`config.mk`:
```
export PLATFORM = sky130hd
export DESIGN_NAME = ifeb_top
export DESIGN_NICKNAME = d
export VERILOG_FILES = /design/src/hdl/ifeb_pkg.sv /design/src/hdl/ifeb_flag_bank.sv /design/src/hdl/ifeb_top.sv
export SDC_FILE = /design/constraint.sdc
export NUM_CORES = 1
export LEC_CHECK = 0
export BUFFER_PORTS_ARGS = -buffer_cell sky130_fd_sc_hd__buf_4
export CORE_UTILIZATION = 35
export CTS_BUF_LIST = sky130_fd_sc_hd__clkbuf_4 sky130_fd_sc_hd__clkbuf_8
export CTS_CLUSTER_DIAMETER = 80
export DETAILED_ROUTE_END_ITERATION = 16
export HOLD_SLACK_MARGIN = 0.06
export PLACE_DENSITY = 0.66
export SLEW_MARGIN = 20
export SYNTH_ARGS = -nofsm -noshare
export SYNTH_HDL_FRONTEND = slang
export SYNTH_SLANG_ARGS = --single-unit
```
`constraint.sdc`:
```
create_clock -name clk_i -period 3.6 [get_ports clk_i]
set_clock_uncertainty 0.2 [all_clocks]
set_input_delay 0.18 -clock clk_i [delete_from_list [all_inputs] [get_ports clk_i]]
set_output_delay 0.18 -clock clk_i [all_outputs]
set_load 0.005 [all_outputs]
```
`src/hdl/ifeb_pkg.sv`:
```
package ifeb_pkg;

    // register word and bus geometry
    localparam int unsigned REG_W = 16;
    localparam int unsigned ADR_W = 8;
    localparam int unsigned DAT_W = 32;
    localparam int unsigned IRQ_W = 2;

    // register byte offsets on the bus
    localparam logic [7:0] OFS_FLAG3 = 8'h00;
    localparam logic [7:0] OFS_FLAG4 = 8'h04;
    localparam logic [7:0] OFS_EN0 = 8'h08;
    localparam logic [7:0] OFS_EN1 = 8'h0C;
    localparam logic [7:0] OFS_IRQ_STAT = 8'h10;
    localparam logic [7:0] OFS_IRQ_MASK = 8'h14;

    // implemented-bit masks; all other bits read as zero and ignore writes
    localparam logic [15:0] FLAG3_MASK = 16'h39FF;
    localparam logic [15:0] FLAG4_MASK = 16'h00F6;
    localparam logic [15:0] EN0_MASK = 16'h7FFF;
    localparam logic [15:0] EN1_MASK = 16'hFFFB;

    // reset values
    localparam logic [15:0] RST_WORD = 16'h0000;
    localparam logic [31:0] RST_DAT = 32'h0000_0000;
    localparam logic [1:0] RST_IRQ = 2'h0;

    // status bits of the summary interrupt register
    localparam int unsigned IRQ_FLAG3_BIT = 0;
    localparam int unsigned IRQ_FLAG4_BIT = 1;

    // bus slave states
    typedef enum logic [1:0] {
        IFEB_ST_IDLE = 2'b01,
        IFEB_ST_ACK = 2'b10
    } ifeb_bus_e;

    // third flag register layout, msb first
    typedef struct packed {
        logic [1:0] rsv_15_14;
        logic dma_ch5_done_flag;
        logic codec_if_event_flag;
        logic codec_if_error_flag;
        logic [1:0] rsv_10_9;
        logic can2_event_flag;
        logic can2_rx_ready_flag;
        logic ext_irq4_flag;
        logic ext_irq3_flag;
        logic timer9_flag;
        logic timer8_flag;
        logic i2c2_master_flag;
        logic i2c2_slave_flag;
        logic timer7_flag;
    } ifeb_flag3_s;

    // fourth flag register layout, msb first
    typedef struct packed {
        logic [7:0] rsv_15_8;
        logic can2_tx_request_flag;
        logic can1_tx_request_flag;
        logic dma_ch7_done_flag;
        logic dma_ch6_done_flag;
        logic rsv_3;
        logic uart2_error_flag;
        logic uart1_error_flag;
        logic rsv_0;
    } ifeb_flag4_s;

    // all state of the top module
    typedef struct packed {
        ifeb_bus_e st;
        logic ack;
        logic [31:0] rdat;
        logic [15:0] en0;
        logic [15:0] en1;
        logic [1:0] stat;
        logic [1:0] mask;
        logic [15:0] pend0;
        logic [15:0] pend1;
        logic [15:0] pend3;
        logic [15:0] pend4;
        logic irq;
    } ifeb_state_s;

endpackage : ifeb_pkg

```
`src/hdl/ifeb_flag_bank.sv`:
```
`timescale 1ns/1ns
`default_nettype none
module ifeb_flag_bank #(
    parameter int unsigned W = 16,
    parameter logic [W-1:0] MASK = '1
) (
    // clock and reset
    input wire logic clk_i,
    input wire logic rst_i,
    // hardware request pulses or levels
    input wire logic [W-1:0] evt_i,
    // software write
    input wire logic wr_i,
    input wire logic [W-1:0] wr_be_i,
    input wire logic [W-1:0] wr_data_i,
    // flag state
    output logic [W-1:0] flags_o,
    output logic set_o
);

    typedef struct packed {
        logic [W-1:0] flags;
    } ifeb_bank_s;

    ifeb_bank_s s_q;
    ifeb_bank_s s_d;
    logic [W-1:0] nxt;

    // per bit: a request sets the flag and wins over a software write of zero
    for (genvar b = 0; b < W; b++) begin : g_bit
        if (MASK[b]) begin : g_impl
            assign nxt[b] = evt_i[b] ? 1'b1 : ((wr_i && wr_be_i[b]) ? wr_data_i[b] : s_q.flags[b]);
        end else begin : g_rsv
            assign nxt[b] = 1'b0;
        end
    end

    // next state
    always_comb begin
        s_d = s_q;
        s_d.flags = nxt;
        if (rst_i) begin
            s_d.flags = '0;
        end
    end

    // state register
    always_ff @(posedge clk_i) begin
        s_q <= s_d;
    end

    assign flags_o = s_q.flags;
    assign set_o = |(evt_i & MASK);

endmodule : ifeb_flag_bank
`default_nettype wire

```
`src/hdl/ifeb_top.sv`:
```
`timescale 1ns/1ns
`default_nettype none
// How it works
// - Third flag register bits 13, 12, 11 and 8 latch DMA channel 5 done, codec event, codec error and CAN2 event.
// - Third flag register bits 15-14 and 10-9 always read zero and ignore writes.
// - Third flag register bits 7..3 latch CAN2 receive-ready, external irq 4 and 3, timer 9 and timer 8.
// - Third flag register bits 2, 1, 0 latch I2C2 master, I2C2 slave and timer 7 requests.
// - Fourth flag register bits 7, 6, 5, 4, 2, 1 latch CAN2/CAN1 transmit, DMA 7/6 done, UART2/UART1 error.
// - Fourth flag register bits 15-8, 3 and 0 always read zero.
// - A flag reads one once its source has requested and zero otherwise, and software can read and write it.
// - An enable bit of one lets its source's request through and zero blocks it.
// - First enable register bits 14..8 are DMA 1, ADC1, UART1 tx, UART1 rx, SPI1 event, SPI1 error, timer 3; bit 15 reads zero.
// - First enable register bits 7..0 are timer 2, compare 2, capture 2, DMA 0, timer 1, compare 1, capture 1, ext irq 0.
// - Second enable register bits 15..8 are UART2 tx, UART2 rx, ext irq 2, timer 5, timer 4, compare 4, compare 3, DMA 2.
// - Second enable register low byte holds capture 8, capture 7, ADC2, ext irq 1, pin change, I2C1 master, I2C1 slave; bit 2 is absent.
// - Bit 0 of the second enable register passes the I2C1 slave request when one and blocks it when zero.
module ifeb_top (
    // clock and reset
    input wire logic clk_i,
    input wire logic rst_i,
    // wishbone classic slave
    input wire logic wb_cyc_i,
    input wire logic wb_stb_i,
    input wire logic wb_we_i,
    input wire logic [7:0] wb_adr_i,
    input wire logic [3:0] wb_sel_i,
    input wire logic [31:0] wb_dat_i,
    output logic [31:0] wb_dat_o,
    output logic wb_ack_o,
    // request sources for the third and fourth flag registers
    input wire ifeb_pkg::ifeb_flag3_s flag3_evt_i,
    input wire ifeb_pkg::ifeb_flag4_s flag4_evt_i,
    // flags and enables held outside this bank
    input wire logic [15:0] flag0_i,
    input wire logic [15:0] flag1_i,
    input wire logic [15:0] en3_i,
    input wire logic [15:0] en4_i,
    // requests toward arbitration, flag and enable both set
    output logic [15:0] pend0_o,
    output logic [15:0] pend1_o,
    output logic [15:0] pend3_o,
    output logic [15:0] pend4_o,
    // enable registers for the first two flag banks
    output logic [15:0] en0_o,
    output logic [15:0] en1_o,
    // summary interrupt
    output logic irq_o
);

    ifeb_pkg::ifeb_state_s s_q;
    ifeb_pkg::ifeb_state_s s_d;
    logic [15:0] flag3;
    logic [15:0] flag4;
    logic set3;
    logic set4;
    logic req;
    logic fire;
    logic [15:0] be16;
    logic [15:0] wdat16;
    logic wr_flag3;
    logic wr_flag4;

    // bus request decode; a write lands on the edge where the master sees ack
    assign req = wb_cyc_i && wb_stb_i;
    assign fire = req && wb_we_i && (s_q.st == ifeb_pkg::IFEB_ST_ACK);
    assign be16 = {{8{wb_sel_i[1]}}, {8{wb_sel_i[0]}}};
    assign wdat16 = wb_dat_i[15:0];
    assign wr_flag3 = fire && (wb_adr_i == ifeb_pkg::OFS_FLAG3);
    assign wr_flag4 = fire && (wb_adr_i == ifeb_pkg::OFS_FLAG4);

    // third flag register
    ifeb_flag_bank #(
        .W(ifeb_pkg::REG_W),
        .MASK(ifeb_pkg::FLAG3_MASK)
    ) u_flag3 (
        .clk_i(clk_i),
        .rst_i(rst_i),
        .evt_i(flag3_evt_i),
        .wr_i(wr_flag3),
        .wr_be_i(be16),
        .wr_data_i(wdat16),
        .flags_o(flag3),
        .set_o(set3)
    );

    // fourth flag register
    ifeb_flag_bank #(
        .W(ifeb_pkg::REG_W),
        .MASK(ifeb_pkg::FLAG4_MASK)
    ) u_flag4 (
        .clk_i(clk_i),
        .rst_i(rst_i),
        .evt_i(flag4_evt_i),
        .wr_i(wr_flag4),
        .wr_be_i(be16),
        .wr_data_i(wdat16),
        .flags_o(flag4),
        .set_o(set4)
    );

    // next state: bus slave, enables, summary interrupt, gated requests
    always_comb begin
        s_d = s_q;
        s_d.ack = 1'b0;
        case (s_q.st)
            ifeb_pkg::IFEB_ST_IDLE: begin
                if (req) begin
                    s_d.st = ifeb_pkg::IFEB_ST_ACK;
                    s_d.ack = 1'b1;
                    case (wb_adr_i)
                        ifeb_pkg::OFS_FLAG3: s_d.rdat = {16'h0000, flag3};
                        ifeb_pkg::OFS_FLAG4: s_d.rdat = {16'h0000, flag4};
                        ifeb_pkg::OFS_EN0: s_d.rdat = {16'h0000, s_q.en0};
                        ifeb_pkg::OFS_EN1: s_d.rdat = {16'h0000, s_q.en1};
                        ifeb_pkg::OFS_IRQ_STAT: s_d.rdat = {30'h0000_0000, s_q.stat};
                        ifeb_pkg::OFS_IRQ_MASK: s_d.rdat = {30'h0000_0000, s_q.mask};
                        default: s_d.rdat = ifeb_pkg::RST_DAT;
                    endcase
                end
            end
            ifeb_pkg::IFEB_ST_ACK: begin
                s_d.st = ifeb_pkg::IFEB_ST_IDLE;
            end
            default: begin
                s_d.st = ifeb_pkg::IFEB_ST_IDLE;
            end
        endcase
        // enable register writes, absent bits forced to zero
        if (fire && wb_adr_i == ifeb_pkg::OFS_EN0) begin
            s_d.en0 = ((s_q.en0 & ~be16) | (wdat16 & be16)) & ifeb_pkg::EN0_MASK;
        end
        if (fire && wb_adr_i == ifeb_pkg::OFS_EN1) begin
            s_d.en1 = ((s_q.en1 & ~be16) | (wdat16 & be16)) & ifeb_pkg::EN1_MASK;
        end
        if (fire && wb_adr_i == ifeb_pkg::OFS_IRQ_MASK && wb_sel_i[0]) begin
            s_d.mask = wb_dat_i[1:0];
        end
        // sticky status: write one clears, a new set in the same cycle wins
        if (fire && wb_adr_i == ifeb_pkg::OFS_IRQ_STAT && wb_sel_i[0]) begin
            s_d.stat = s_q.stat & ~wb_dat_i[1:0];
        end
        s_d.stat[ifeb_pkg::IRQ_FLAG3_BIT] = s_d.stat[ifeb_pkg::IRQ_FLAG3_BIT] | set3;
        s_d.stat[ifeb_pkg::IRQ_FLAG4_BIT] = s_d.stat[ifeb_pkg::IRQ_FLAG4_BIT] | set4;
        s_d.irq = |(s_q.stat & s_q.mask);
        // requests pass only where flag and enable are both set
        s_d.pend0 = flag0_i & s_q.en0;
        s_d.pend1 = flag1_i & s_q.en1;
        s_d.pend3 = flag3 & en3_i;
        s_d.pend4 = flag4 & en4_i;
        if (rst_i) begin
            s_d.st = ifeb_pkg::IFEB_ST_IDLE;
            s_d.ack = 1'b0;
            s_d.rdat = ifeb_pkg::RST_DAT;
            s_d.en0 = ifeb_pkg::RST_WORD;
            s_d.en1 = ifeb_pkg::RST_WORD;
            s_d.stat = ifeb_pkg::RST_IRQ;
            s_d.mask = ifeb_pkg::RST_IRQ;
            s_d.pend0 = ifeb_pkg::RST_WORD;
            s_d.pend1 = ifeb_pkg::RST_WORD;
            s_d.pend3 = ifeb_pkg::RST_WORD;
            s_d.pend4 = ifeb_pkg::RST_WORD;
            s_d.irq = 1'b0;
        end
    end

    // state register
    always_ff @(posedge clk_i) begin
        s_q <= s_d;
    end

    // outputs straight from flip-flops
    assign wb_dat_o = s_q.rdat;
    assign wb_ack_o = s_q.ack;
    assign pend0_o = s_q.pend0;
    assign pend1_o = s_q.pend1;
    assign pend3_o = s_q.pend3;
    assign pend4_o = s_q.pend4;
    assign en0_o = s_q.en0;
    assign en1_o = s_q.en1;
    assign irq_o = s_q.irq;
endmodule : ifeb_top
`default_nettype wire

```
### Yosys cells after proc, flatten, opt, wreduce, memory -nomap -nowiden

Index checks and enable logic that the tools add are counted.

* register bits after elaboration: 166
* bits of input ports: 145
* output and inout bits: 130
* logic and storage cells: 132

* eq/ne operators: 7
* muxes and demuxes: 39
* bitwise gates (word level): 16
* reduce and logical (&&, ||, !) cells: 38

Operators by type and width (number)
* 16-bit case mux with 6 select lines: 1
* 16-bit AND: 5
* 1-bit two-way mux: 36
* 2-bit nonzero test: 18
* 33-bit two-way mux: 1
* 16-bit by 15-bit AND with 16-bit output: 1
* 8-bit by 4-bit equality test with 1-bit output (second input constant): 2
* 8-bit by 5-bit equality test with 1-bit output (second input constant): 2
* 16-bit NOT: 1
* 16-bit OR: 1
* 15-bit AND: 1
* 15-bit OR: 1
* 1-bit logical AND: 14
* 12-bit OR reduction: 1
* 8-bit by 3-bit equality test with 1-bit output (second input constant): 1
* 8-bit logical NOT: 1
* 6-bit OR reduction: 1
* 2-bit AND: 2
* 2-bit OR reduction: 2
* 2-bit by 1-bit equality test with 1-bit output (second input constant): 1
* 2-bit equality test (second input constant): 1
* 2-bit two-way mux: 1
* 2-bit NOT: 1
* 1-bit OR: 2
* other kinds (2): 2

### Logic depth before layout (Yosys ltp)

Gate-level depths: netlist of the first run.

* depth in word-level cells: 7
* depth in mapped cells: 7
* gate-level depth less buffers: 5

### Hierarchy

Synthesis of the first run repeated with hierarchy kept, for this count alone.

* cells, all modules: 719
* area, all modules: 6276.0 µm²

By module, submodules not included
* ifeb_top: times used 1, cells each 620, area each 5373.9 µm²
* ifeb_flag_bank (u_flag3): times used 1, cells each 60, area each 558.0 µm²
* ifeb_flag_bank (u_flag4): times used 1, cells each 39, area each 344.1 µm²

### Worst setup path after synthesis of the first run

OpenSTA, ideal clock, no wires.

* path type: input -> register
* start: input port wb_adr_i[3]
* end: register with a tool-made name
* setup time: 128 ps
* data arrival time: 1613 ps
* required time: 3272 ps
* setup slack: 1660 ps
* stages on the path: 5
* path buffers: 1
* cells stage by stage: buf_4 > or4b_4 > nor4_4 > mux2i_1 > nor2_1

RTL lines
* from (decl): line ifeb_top.sv:25 `input wire logic [7:0] wb_adr_i,`

### Worst setup path after layout of the first run

* start: input port wb_adr_i[6]
* end: register s_q (netlist bit wb_dat_o[1])

* word-level cells in the longest chain between the ends: 2

Ends and longest elaborated chain
* 8-bit by 5-bit equality test with 1-bit output, or another cell as far along: line ifeb_top.sv:110 `case (wb_adr_i)`
* 16-bit case mux with 6 select lines (*): line ifeb_top.sv:110
* to (signal assigned): line ifeb_top.sv:168 `s_q <= s_d;`
* to (decl): line ifeb_top.sv:50 `ifeb_pkg::ifeb_state_s s_q;`

Every way passes the cells marked *; elsewhere a longest branch is shown, timed or not.
A chain may end at the register's enable or synchronous reset.

==> metrics.csv, run 1 <==
stage;metric;value;unit
setup_path;cp_num_buf_inv;5;
yosys;yosysUniqueCellTypes;45;
placement;place_congestion;0.764;
job;drv_cap;0;
clocking;clkLatencyLatePin;0.45;ns
floorplanning;die_x;128;um
yosys;synth-edff-count;0;
timing;setup_viol;0;
timing;rsz0062_at_grt;false;
floorplanning;core_area;15400;um2
timing;period_share;91.2;%
setup_path;crit_chain;dlygate4sd3_1 > buf_4 > nor3_2 > dlygate4sd3_1 > nand3_1 > dlygate4sd3_1 > a311oi_1 > dlygate4sd3_1;
setup_path;crit_fanout;8;
setup_path;critical_path.max_stage_delay;0.67;ns
clocking;path_clk_slew;0.08;ns
placement;numPortBuffers;192;
setup_path;cp.required;3.79;ns
floorplanning;die_h;128;um
drt;wl_per_cell;15.3;um
timing;fmax;0.305;GHz
power_and_ir_drop;powerDensity;372;nW/um2
timing;fin_tns_setup;0;ns
setup_path;crit_top_cell;dlygate4sd3_1;
setup_path;regToRegEndpoint;wb_dat_o[0]$_SDFFE_PP0P_;
cells_and_area;nNetsFinal;989;
setup_path;cp-startpoint;wb_adr_i[6];
yosys;synthTopCellsByArea;dfxtp_1 43%, buf_4 17%, mux2i_1 5.9%;
placement;dp_hpwl;10400;um
yosys;synth-main-ff-cell;dfxtp_1;
cells_and_area;drive_gt1_share;28.2;%
clocking;root_buffer;clkbuf_8;
yosys;yosysTopAreaCell;dfxtp_1;
clocking;cts.sinks;120;
cells_and_area;antenna_cells;0;
drt;drt-total-wl;16300;um
setup_path;cp-end-kind;flop;
yosys;async_reset_ff_share;0;%
yosys;yosys.area.top_type_share;43.1;%
timing;hold_viol_final;0;
drt;drt_iter0_drc;275;
timing;hold-worst-slack;0.128;ns
yosys;synthTopCellsByCount;129 x buf_4, 120 x dfxtp_1, 64 x nor2_1;
floorplanning;rows;45;
yosys;yosysSeqAreaShare;43.1;%
power_and_ir_drop;cellLeakagePower;0.00357;uW
floorplanning;ios;275;
timing;layout_min_cycle_time;3.28;ns
global_routing;antenna_found_initial;0;
setup_path;rrSetupSlack;0.48;ns
setup_path;worstSetupStartpointType;primary input;
clocking;clock_path_buffers;2;
timing;slew_violations;0;
drt;ant_nets;0;
global_routing;overflow;0;
setup_path;crit_type;in2reg;
setup_path;cp_slowest_cell;dlygate4sd3_1;
floorplanning;die_area;16400;um2
setup_path;timing.rr.start;s_q[135]$_SDFFE_PP0N_;
drt;drt_first_pass_iters;4;
setup_path;reg2regPathDepth;6;
cells_and_area;synthToLayoutAreaGrowth;44.3;%
setup_path;endpoint;wb_dat_o[1]$_SDFFE_PP0P_;
yosys;ys_warn_count;0;
global_routing;grt_pass1_vias;4985;
timing;slew_headroom;33.4;%
yosys;netlist_area;5570;um2
drt;drc_errors;0;
clocking;cts.htree.levels;4;
floorplanning;initial_core_util;36.2;%
run_status;status;finished, final reports clean;
timing;tightest_slew;0.995;ns
clocking;numCtsBuffers;17;
drt;vias;4929;
setup_path;cp.depth;8;
power_and_ir_drop;max-vdd-ir-drop;0.195;mV
worst_hold_path;hp-class;in2reg;
setup_path;crit_family;buffers and inverters;
global_routing;grt_max_degree;72;
drt;via_per_inst;4.62;
global_routing;grt_pass1_wl;25300;um
yosys;synth.avg_cell_area;8.92;um2
clocking;cts_tree;done;
yosys;synth_cells;624;
setup_path;critPathArrivalTime;3.47;ns
yosys;synth.most_common_cell;buf_4;
global_routing;grt_usage;20.2;%
yosys;ys_ff_latch;120;
-- cell type report --
class | count | area [um2]
well taps | 211 | 264
multi-input cells | 375 | 2190
fillers | 1377 | 7330
inverters | 8 | 30.0
clock inverters | 9 | 123
clock buffers | 22 | 290
repair buffers | 322 | 2740
flip-flops and latches | 120 | 2400
-- through the flow --
step | util, % | cell area, um2 | power, uW | setup slack (ns) | cells
after floorplan | - | 5690 | 1530 | 1.66 | 657
after global placement | 41.3 | 6350 | 1620 | 1.17 | 909
after detailed placement | 41.3 | 6350 | 1630 | 1.10 | 909
after CTS | 52.3 | 8040 | 3010 | 0.439 | 1067
after global routing | 52.3 | 8040 | 3110 | 0.196 | 1067
final | 52.3 | 8040 | 2990 | 0.317 | 1067
-- what timing repair did --
item / CTS / global route
endpoints found under the hold margin: 108 / 0
buffers inserted: 0 / 0
hold buffers: 127 / 0
gates resized for setup: 0 / 0
-- worst min-delay path by stage --
stage                startpoint                     end  slack [ns]  depth (start not counted)
detailed placement   flag1_i[1]   pend1_o[1]$_SDFF_PP0_        0.20                          3
global placement     flag0_i[0]   pend0_o[0]$_SDFF_PP0_        0.19                          3
global route        wb_adr_i[0]                    flop        0.14                          5
CTS                    wb_cyc_i                    flop        0.08                          5
finish              wb_adr_i[0]                    flop        0.13                          5
floorplan             en3_i[11]  pend3_o[11]$_SDFF_PP0_        0.10                          2
-- report_power, final --
group / switching, uW / internal [uW]
Sequential: 19.5 / 1350
Clock: 548 / 745
Combinational: 135 / 194
-- cell usage in the layout, fill, tap and decap left out, drive strengths merged, types with 6 or more instances in the layout --
cell,netlist,routed
clkbuf,21,22
dfxtp,120,120
nor2,64,64
nand2b,17,17
mux2i,33,33
conb,1,34
dlygate4sd3,0,127
inv,8,8
nor4,7,7
nand3,25,25
buf,133,195
nor3,13,13
a21oi,30,30
and3b,6,6
a22o,10,10
nand2,57,57
a211oi,8,8
o21ai,26,26
-- per-layer routing --
metal	share of wire, %	track usage (%)	routed length, um	up-vias
li1	-	-	-	2405
met1	43	24.1	6980	2290
met2	49	34.6	7930	204
met3	6.2	4.67	1010	30
met4	2.4	9.00	394	0
met5	0	0	0	-
-- worst reg2reg max path, stage by stage, from the launching register on --
cell           delay, ns
dfxtp_1             0.37
nand4b_1            0.41
or2_2               0.44
or4_1               0.39
dlygate4sd3_1       0.56
o22ai_1             0.13
dlygate4sd3_1       0.57
-- cell families (layout without fill, tap and decap cells) --
| kind of cell | count (synthesis) | in the layout | share of synthesized area [%] |
|---|---|---|---|
| buffers and inverters | 162 | 361 | 19.7 |
| and+or+nand+nor | 216 | 216 | 19.7 |
| other | 1 | 34 | 0.0673 |
| DFF | 120 | 120 | 43.1 |
| AOI/OAI and AO/OA | 85 | 85 | 9.08 |
| muxes | 40 | 40 | 8.36 |
(Power assumes the default switching activity.)
==> run 2: changes to the inputs <==
--- a/config.mk
+++ b/config.mk
@@ -10,7 +10,9 @@
 export CTS_BUF_LIST = sky130_fd_sc_hd__clkbuf_4 sky130_fd_sc_hd__clkbuf_8
 export CTS_CLUSTER_DIAMETER = 80
 export DETAILED_ROUTE_END_ITERATION = 16
+export GPL_TIMING_DRIVEN = 0
 export HOLD_SLACK_MARGIN = 0.06
+export MAX_ROUTING_LAYER = met4
 export PLACE_DENSITY = 0.66
 export SLEW_MARGIN = 20
 export SYNTH_ARGS = -nofsm -noshare
==> metrics.csv, run 2 (same netlist as run 1, synthesis figures left out) <==
stage;metric;value;unit
clocking;numCtsBuffers;17;
floorplanning;core_area;15400;um2
power_and_ir_drop;max-vdd-ir-drop;0.223;mV
floorplanning;initial_core_util;36.2;%
cells_and_area;synthToLayoutAreaGrowth;60.1;%
timing;fmax;0.328;GHz
floorplanning;die_x;128;um
setup_path;crit_fanout;6;
drt;drt-total-wl;18100;um
drt;drc_errors;0;
drt;vias;5400;
clocking;clock_path_buffers;2;
timing;slew_violations;0;
setup_path;crit_family;buffers and inverters;
setup_path;cp.depth;7;
cells_and_area;mostFrequentLayoutCell;buf_4;
setup_path;cp_slowest_cell;nand4_1;
setup_path;reg2regPathDepth;5;
setup_path;crit_type;in2reg;
floorplanning;rows;45;
clocking;path_clk_slew;0.07;ns
global_routing;overflow;0;
setup_path;cp_num_buf_inv;3;
timing;layout_min_cycle_time;3.05;ns
cells_and_area;antenna_cells;0;
clocking;cts.htree.levels;4;
cells_and_area;fin_area;8920;um2
clocking;clkLatencyLatePin;0.46;ns
cells_and_area;seq_area;2400;um2
global_routing;grt_pass1_wl;27000;um
floorplanning;ios;275;
cells_and_area;drive_gt1_share;36.9;%
clocking;cts_tree;done;
setup_path;critPathArrivalTime;3.20;ns
job;drv_cap;0;
floorplanning;die_area;16400;um2
cells_and_area;final_cell_mix;318 x buf_4, 120 x dfxtp_1, 115 x dlygate4sd3_1;
global_routing;grt_max_degree;17;
power_and_ir_drop;cellLeakagePower;0.00417;uW
floorplanning;die_h;128;um
worst_hold_path;hp-class;in2reg;
run_status;status;finished, final reports clean;
cells_and_area;multi_input_area;2190;um2
timing;rsz0062_at_grt;false;
placement;place_area;7380;um2
setup_path;crit_top_cell;dlygate4sd3_1;
setup_path;critical_path.max_stage_delay;0.68;ns
timing;slew_headroom;28.0;%
clocking;root_buffer;clkbuf_8;
setup_path;worstSetupStartpointType;primary input;
timing;period_share;84.7;%
setup_path;rrSetupSlack;0.84;ns
drt;drt_iter0_drc;317;
setup_path;cp-end-kind;flop;
timing;hold_viol_final;0;
global_routing;antenna_found_initial;0;
setup_path;cp.required;3.75;ns
timing;fin_tns_setup;0;ns
clocking;cts_resized;0;
clocking;cts.sinks;120;
placement;place_congestion;0.859;
drt;ant_nets;0;
drt;drt_first_pass_iters;4;
global_routing;grt_pass1_vias;5053;
timing;setup_viol;0;
placement;dp_hpwl;12400;um
cells_and_area;nNetsFinal;1125;
placement;numPortBuffers;189;
global_routing;grt_usage;22.6;%
power_and_ir_drop;powerDensity;335;nW/um2
drt;wl_per_cell;15.1;um
drt;via_per_inst;4.50;
cells_and_area;fillCellCount;1341;
setup_path;crit_chain;dlygate4sd3_1 > buf_4 > nor3_1 > nand4_1 > mux2i_1 > a21oi_1 > dlygate4sd3_1;
timing;tightest_slew;1.08;ns
worst_hold_path;worstHoldPathCells;5;
[run 2: changes by cell type in the layout (fill, tap and decap cells not counted)]
cell | previous run | this run
buf_4 | 195 | 318
clkbuf_1 | 0 | 21
dlygate4sd3_1 | 127 | 115
clkinv_2 | 5 | 1
buf_2 | 0 | 3
clkbuf_4 | 2 | 5
buf_1 | 0 | 1
bufinv_16 | 3 | 2
clkbuf_8 | 20 | 21
clkinvlp_4 | 1 | 0
[run 2: layout make-up]
type / instances / share of cell area, %
plain buffers: 154 / 12.0
clock buffers: 26 / 3.66
clock inverters: 3 / 0.730
inverters: 8 / 0.337
multi-input cells: 375 / 24.6
flip-flops and latches: 120 / 26.9
well taps: 211 / 2.96
repair buffers: 304 / 28.8
[run 2: worst paths after layout]
kind | startpoint | end
max | wb_adr_i[1] | u_flag4.flags_o[6]$_SDFFE_PP0P_
min | wb_adr_i[4] | u_flag3.flags_o[5]$_SDFFE_PP0P_
max reg2reg | s_q[135]$_SDFFE_PP0N_ | flop
min reg2reg | u_flag3.flags_o[2]$_SDFFE_PP0P_ | pend3_o[2]$_SDFF_PP0_
[run 2: power breakdown]
| group | leakage, uW | internal, uW | switching, uW |
|---|---|---|---|
| clock | 0.000206 | 715 | 520 |
| sequential | 0.000975 | 1350 | 18.9 |
| combinational | 0.00298 | 225 | 153 |
[run 2: timing repair]
item | CTS | global route
hold buffers | 115 | 0
buffers inserted | 0 | 0
hold endpoints to repair | 103 | 0
[run 2: worst reg2reg max path, delay by kind of cell (launching register included)]
| family | cells | cell delay [ns] |
|---|---|---|
| buffers and inverters | 1 | 0.57 |
| muxes | 1 | 0.28 |
| and+or+nand+nor | 3 | 1.14 |
| DFF | 1 | 0.44 |
[run 2: routing by layer]
metal  up-vias  track usage (%)  routed length, um
met5         -                -                  0
met4         0             10.3                524
met3        49             3.92                880
met2       198             36.6               8660
met1      2477             27.4               8080
li1       2676                -                  -
[run 2: stage by stage]
step	util [%]	hold slack [ns]	std cells	setup WS [ns]	total power (uW)
2_1_floorplan	-	0.101	657	1.66	1530
3_3_place_gp	48.0	0.196	1057	1.17	1670
3_5_place_dp	48.0	0.203	1057	1.14	1680
4_1_cts	58.0	0.0612	1201	0.669	3000
5_1_grt	58.0	0.0850	1201	0.468	3090
6_report	58.0	0.0829	1201	0.550	2980
==> run 3: changes to the inputs <==
--- a/config.mk
+++ b/config.mk
@@ -13,7 +13,7 @@
 export GPL_TIMING_DRIVEN = 0
 export HOLD_SLACK_MARGIN = 0.06
 export MAX_ROUTING_LAYER = met4
-export PLACE_DENSITY = 0.66
+export PLACE_DENSITY = 0.68
 export SLEW_MARGIN = 20
 export SYNTH_ARGS = -nofsm -noshare
 export SYNTH_HDL_FRONTEND = slang
==> constraint.sdc (replaced) <==
create_clock -name clk_i -period 2.6 [get_ports clk_i]
set_clock_uncertainty 0.2 [all_clocks]
set_input_delay 0.13 -clock clk_i [delete_from_list [all_inputs] [get_ports clk_i]]
set_output_delay 0.13 -clock clk_i [all_outputs]
set_load 0.005 [all_outputs]
==> metrics.csv, run 3 (same netlist as run 1, synthesis figures left out) <==
stage;metric;value;unit
run_status;status;finished, final reports clean;
timing;hold-worst-slack;0.0540;ns
drt;met2_length;8710;um
clocking;clock_path_buffers;2;
drt;drt_iter0_drc;387;
job;drv_cap;0;
cells_and_area;mostFrequentLayoutCell;buf_4;
drt;wl_per_cell;14.9;um
global_routing;overflow;0;
global_routing;grt_pass1_vias;5147;
setup_path;cp-startpoint;wb_cyc_i;
timing;hold_viol_final;0;
timing;layout_min_cycle_time;2.52;ns
setup_path;regToRegEndpoint;u_flag3.flags_o[13]$_SDFFE_PP0P_;
floorplanning;rows;45;
drt;highest_layer;met4;
drt;drt-total-wl;18000;um
setup_path;crit_chain;dlygate4sd3_1 > buf_4 > and3b_1 > and4_1 > a31oi_1 > dlygate4sd3_1 > a21oi_1 > dlygate4sd3_1;
drt;ant_nets;0;
drt;wl_met3;913;um
setup_path;worstSetupStartpointType;primary input;
clocking;clkLatencyLatePin;0.45;ns
power_and_ir_drop;cellLeakagePower;0.00425;uW
clocking;cts_tree;done;
floorplanning;die_area;16400;um2
floorplanning;ios;275;
cells_and_area;final_cell_mix;321 x buf_4, 118 x dfxtp_1, 118 x dlygate4sd3_1;
timing;slew_headroom;33.6;%
setup_path;timing.rr.start;s_q[134]$_SDFFE_PP1N_;
power_and_ir_drop;total_power;4260;uW
global_routing;grt_usage;22.7;%
setup_path;cp.required;2.74;ns
clocking;root_buffer;clkbuf_8;
power_and_ir_drop;powerDensity;472;nW/um2
timing;rsz0062_at_grt;false;
cells_and_area;fin_util;58.7;%
drt;drt-met1-wl;8020;um
placement;numPortBuffers;189;
drt;via_per_inst;4.49;
timing;slew_violations;0;
drt;drt_first_pass_iters;6;
cells_and_area;nNetsFinal;1131;
worst_hold_path;hp-class;in2reg;
placement;place_congestion;0.906;
drt;vias;5438;
setup_path;cp_slowest_cell;dlygate4sd3_1;
floorplanning;core_area;15400;um2
clocking;cts.sinks;120;
setup_path;cp-end-kind;flop;
cells_and_area;antenna_cells;0;
timing;fin_tns_setup;0;ns
timing;period_share;97.1;%
setup_path;crit_type;in2reg;
power_and_ir_drop;max-vdd-ir-drop;0.299;mV
timing;tightest_slew;0.992;ns
setup_path;crit_fanout;6;
placement;dp_hpwl;12300;um
clocking;cts.htree.levels;4;
placement;placed_cells;1057;
global_routing;grt_max_degree;17;
timing;setup_viol;0;
setup_path;crit_top_cell;dlygate4sd3_1;
global_routing;grt_pass1_wl;27100;um
cells_and_area;synthToLayoutAreaGrowth;62.0;%
cells_and_area;fin_cells;1210;
setup_path;endpoint;u_flag3.flags_o[13]$_SDFFE_PP0P_;
floorplanning;die_h;128;um
global_routing;antenna_found_initial;0;
timing;fmax;0.396;GHz
floorplanning;die_x;128;um
clocking;numCtsBuffers;17;
setup_path;critPathArrivalTime;2.66;ns
drt;drc_errors;0;
cells_and_area;drive_gt1_share;37.6;%
floorplanning;initial_core_util;36.2;%
setup_path;rrSetupSlack;0.08;ns
setup_path;critical_path.max_stage_delay;0.57;ns
clocking;path_clk_slew;0.07;ns
setup_path;reg2regPathDepth;6;
run 3: how the worst min path moves through the flow:
stage	from	to	slack, ns	depth (start not counted)
2_1_floorplan	en3_i[11]	pend3_o[11]$_SDFF_PP0_	0.05	2
3_3_place_gp	en3_i[1]	pend3_o[1]$_SDFF_PP0_	0.15	3
3_5_place_dp	en4_i[2]	pend4_o[2]$_SDFF_PP0_	0.15	3
4_1_cts	wb_we_i	flop	0.06	5
5_1_grt	wb_we_i	flop	0.07	5
6_report	wb_we_i	flop	0.05	5
run 3: cell type report:
type | count | area [um2]
fillers | 1353 | 6350
repair buffers | 310 | 2620
flip-flops and latches | 120 | 2400
multi-input cells | 375 | 2200
plain buffers | 154 | 1070
clock buffers | 24 | 312
well taps | 211 | 264
clock inverters | 8 | 118
inverters | 8 | 30.0
run 3: stage by stage:
stage | setup slack, ns | instance area [um2]
5_1_grt | 0.0264 | 9020
3_3_place_gp | 0.0937 | 7380
4_1_cts | 0.0107 | 8990
6_report | 0.0751 | 9020
3_5_place_dp | 0.104 | 7380
2_1_floorplan | 0.710 | 5690
run 3: repair_timing:
| item | in CTS | in global routing |
|---|---|---|
| setup endpoints to repair | 0 | 17 |
| hold endpoints to repair | 105 | 0 |
| buffers inserted | 0 | 3 |
| hold buffers | 118 | 0 |
| resized for setup | 0 | 8 |
run 3: worst max-delay path: cells and delay by family:
kind	cells	cell delay (ns)
buffers and inverters	4	1.83
AND/OR/NAND/NOR	2	0.45
AO/OA/AOI/OAI	2	0.25
run 3: power breakdown:
group          leakage, uW  total [uW]  internal (uW)  switching (uW)
logic              0.00305         530            319             211
registers         0.000976        1900           1870            26.9
clock network     0.000223        1830           1080             752
total              0.00425        4260           3270             990
run 3: metal layers:
metal / track usage [%] / up-vias
met3: 4.63 / 32
li1: - / 2693
met5: - / -
met1: 27.5 / 2508
met4: 8.79 / 0
met2: 37.0 / 205
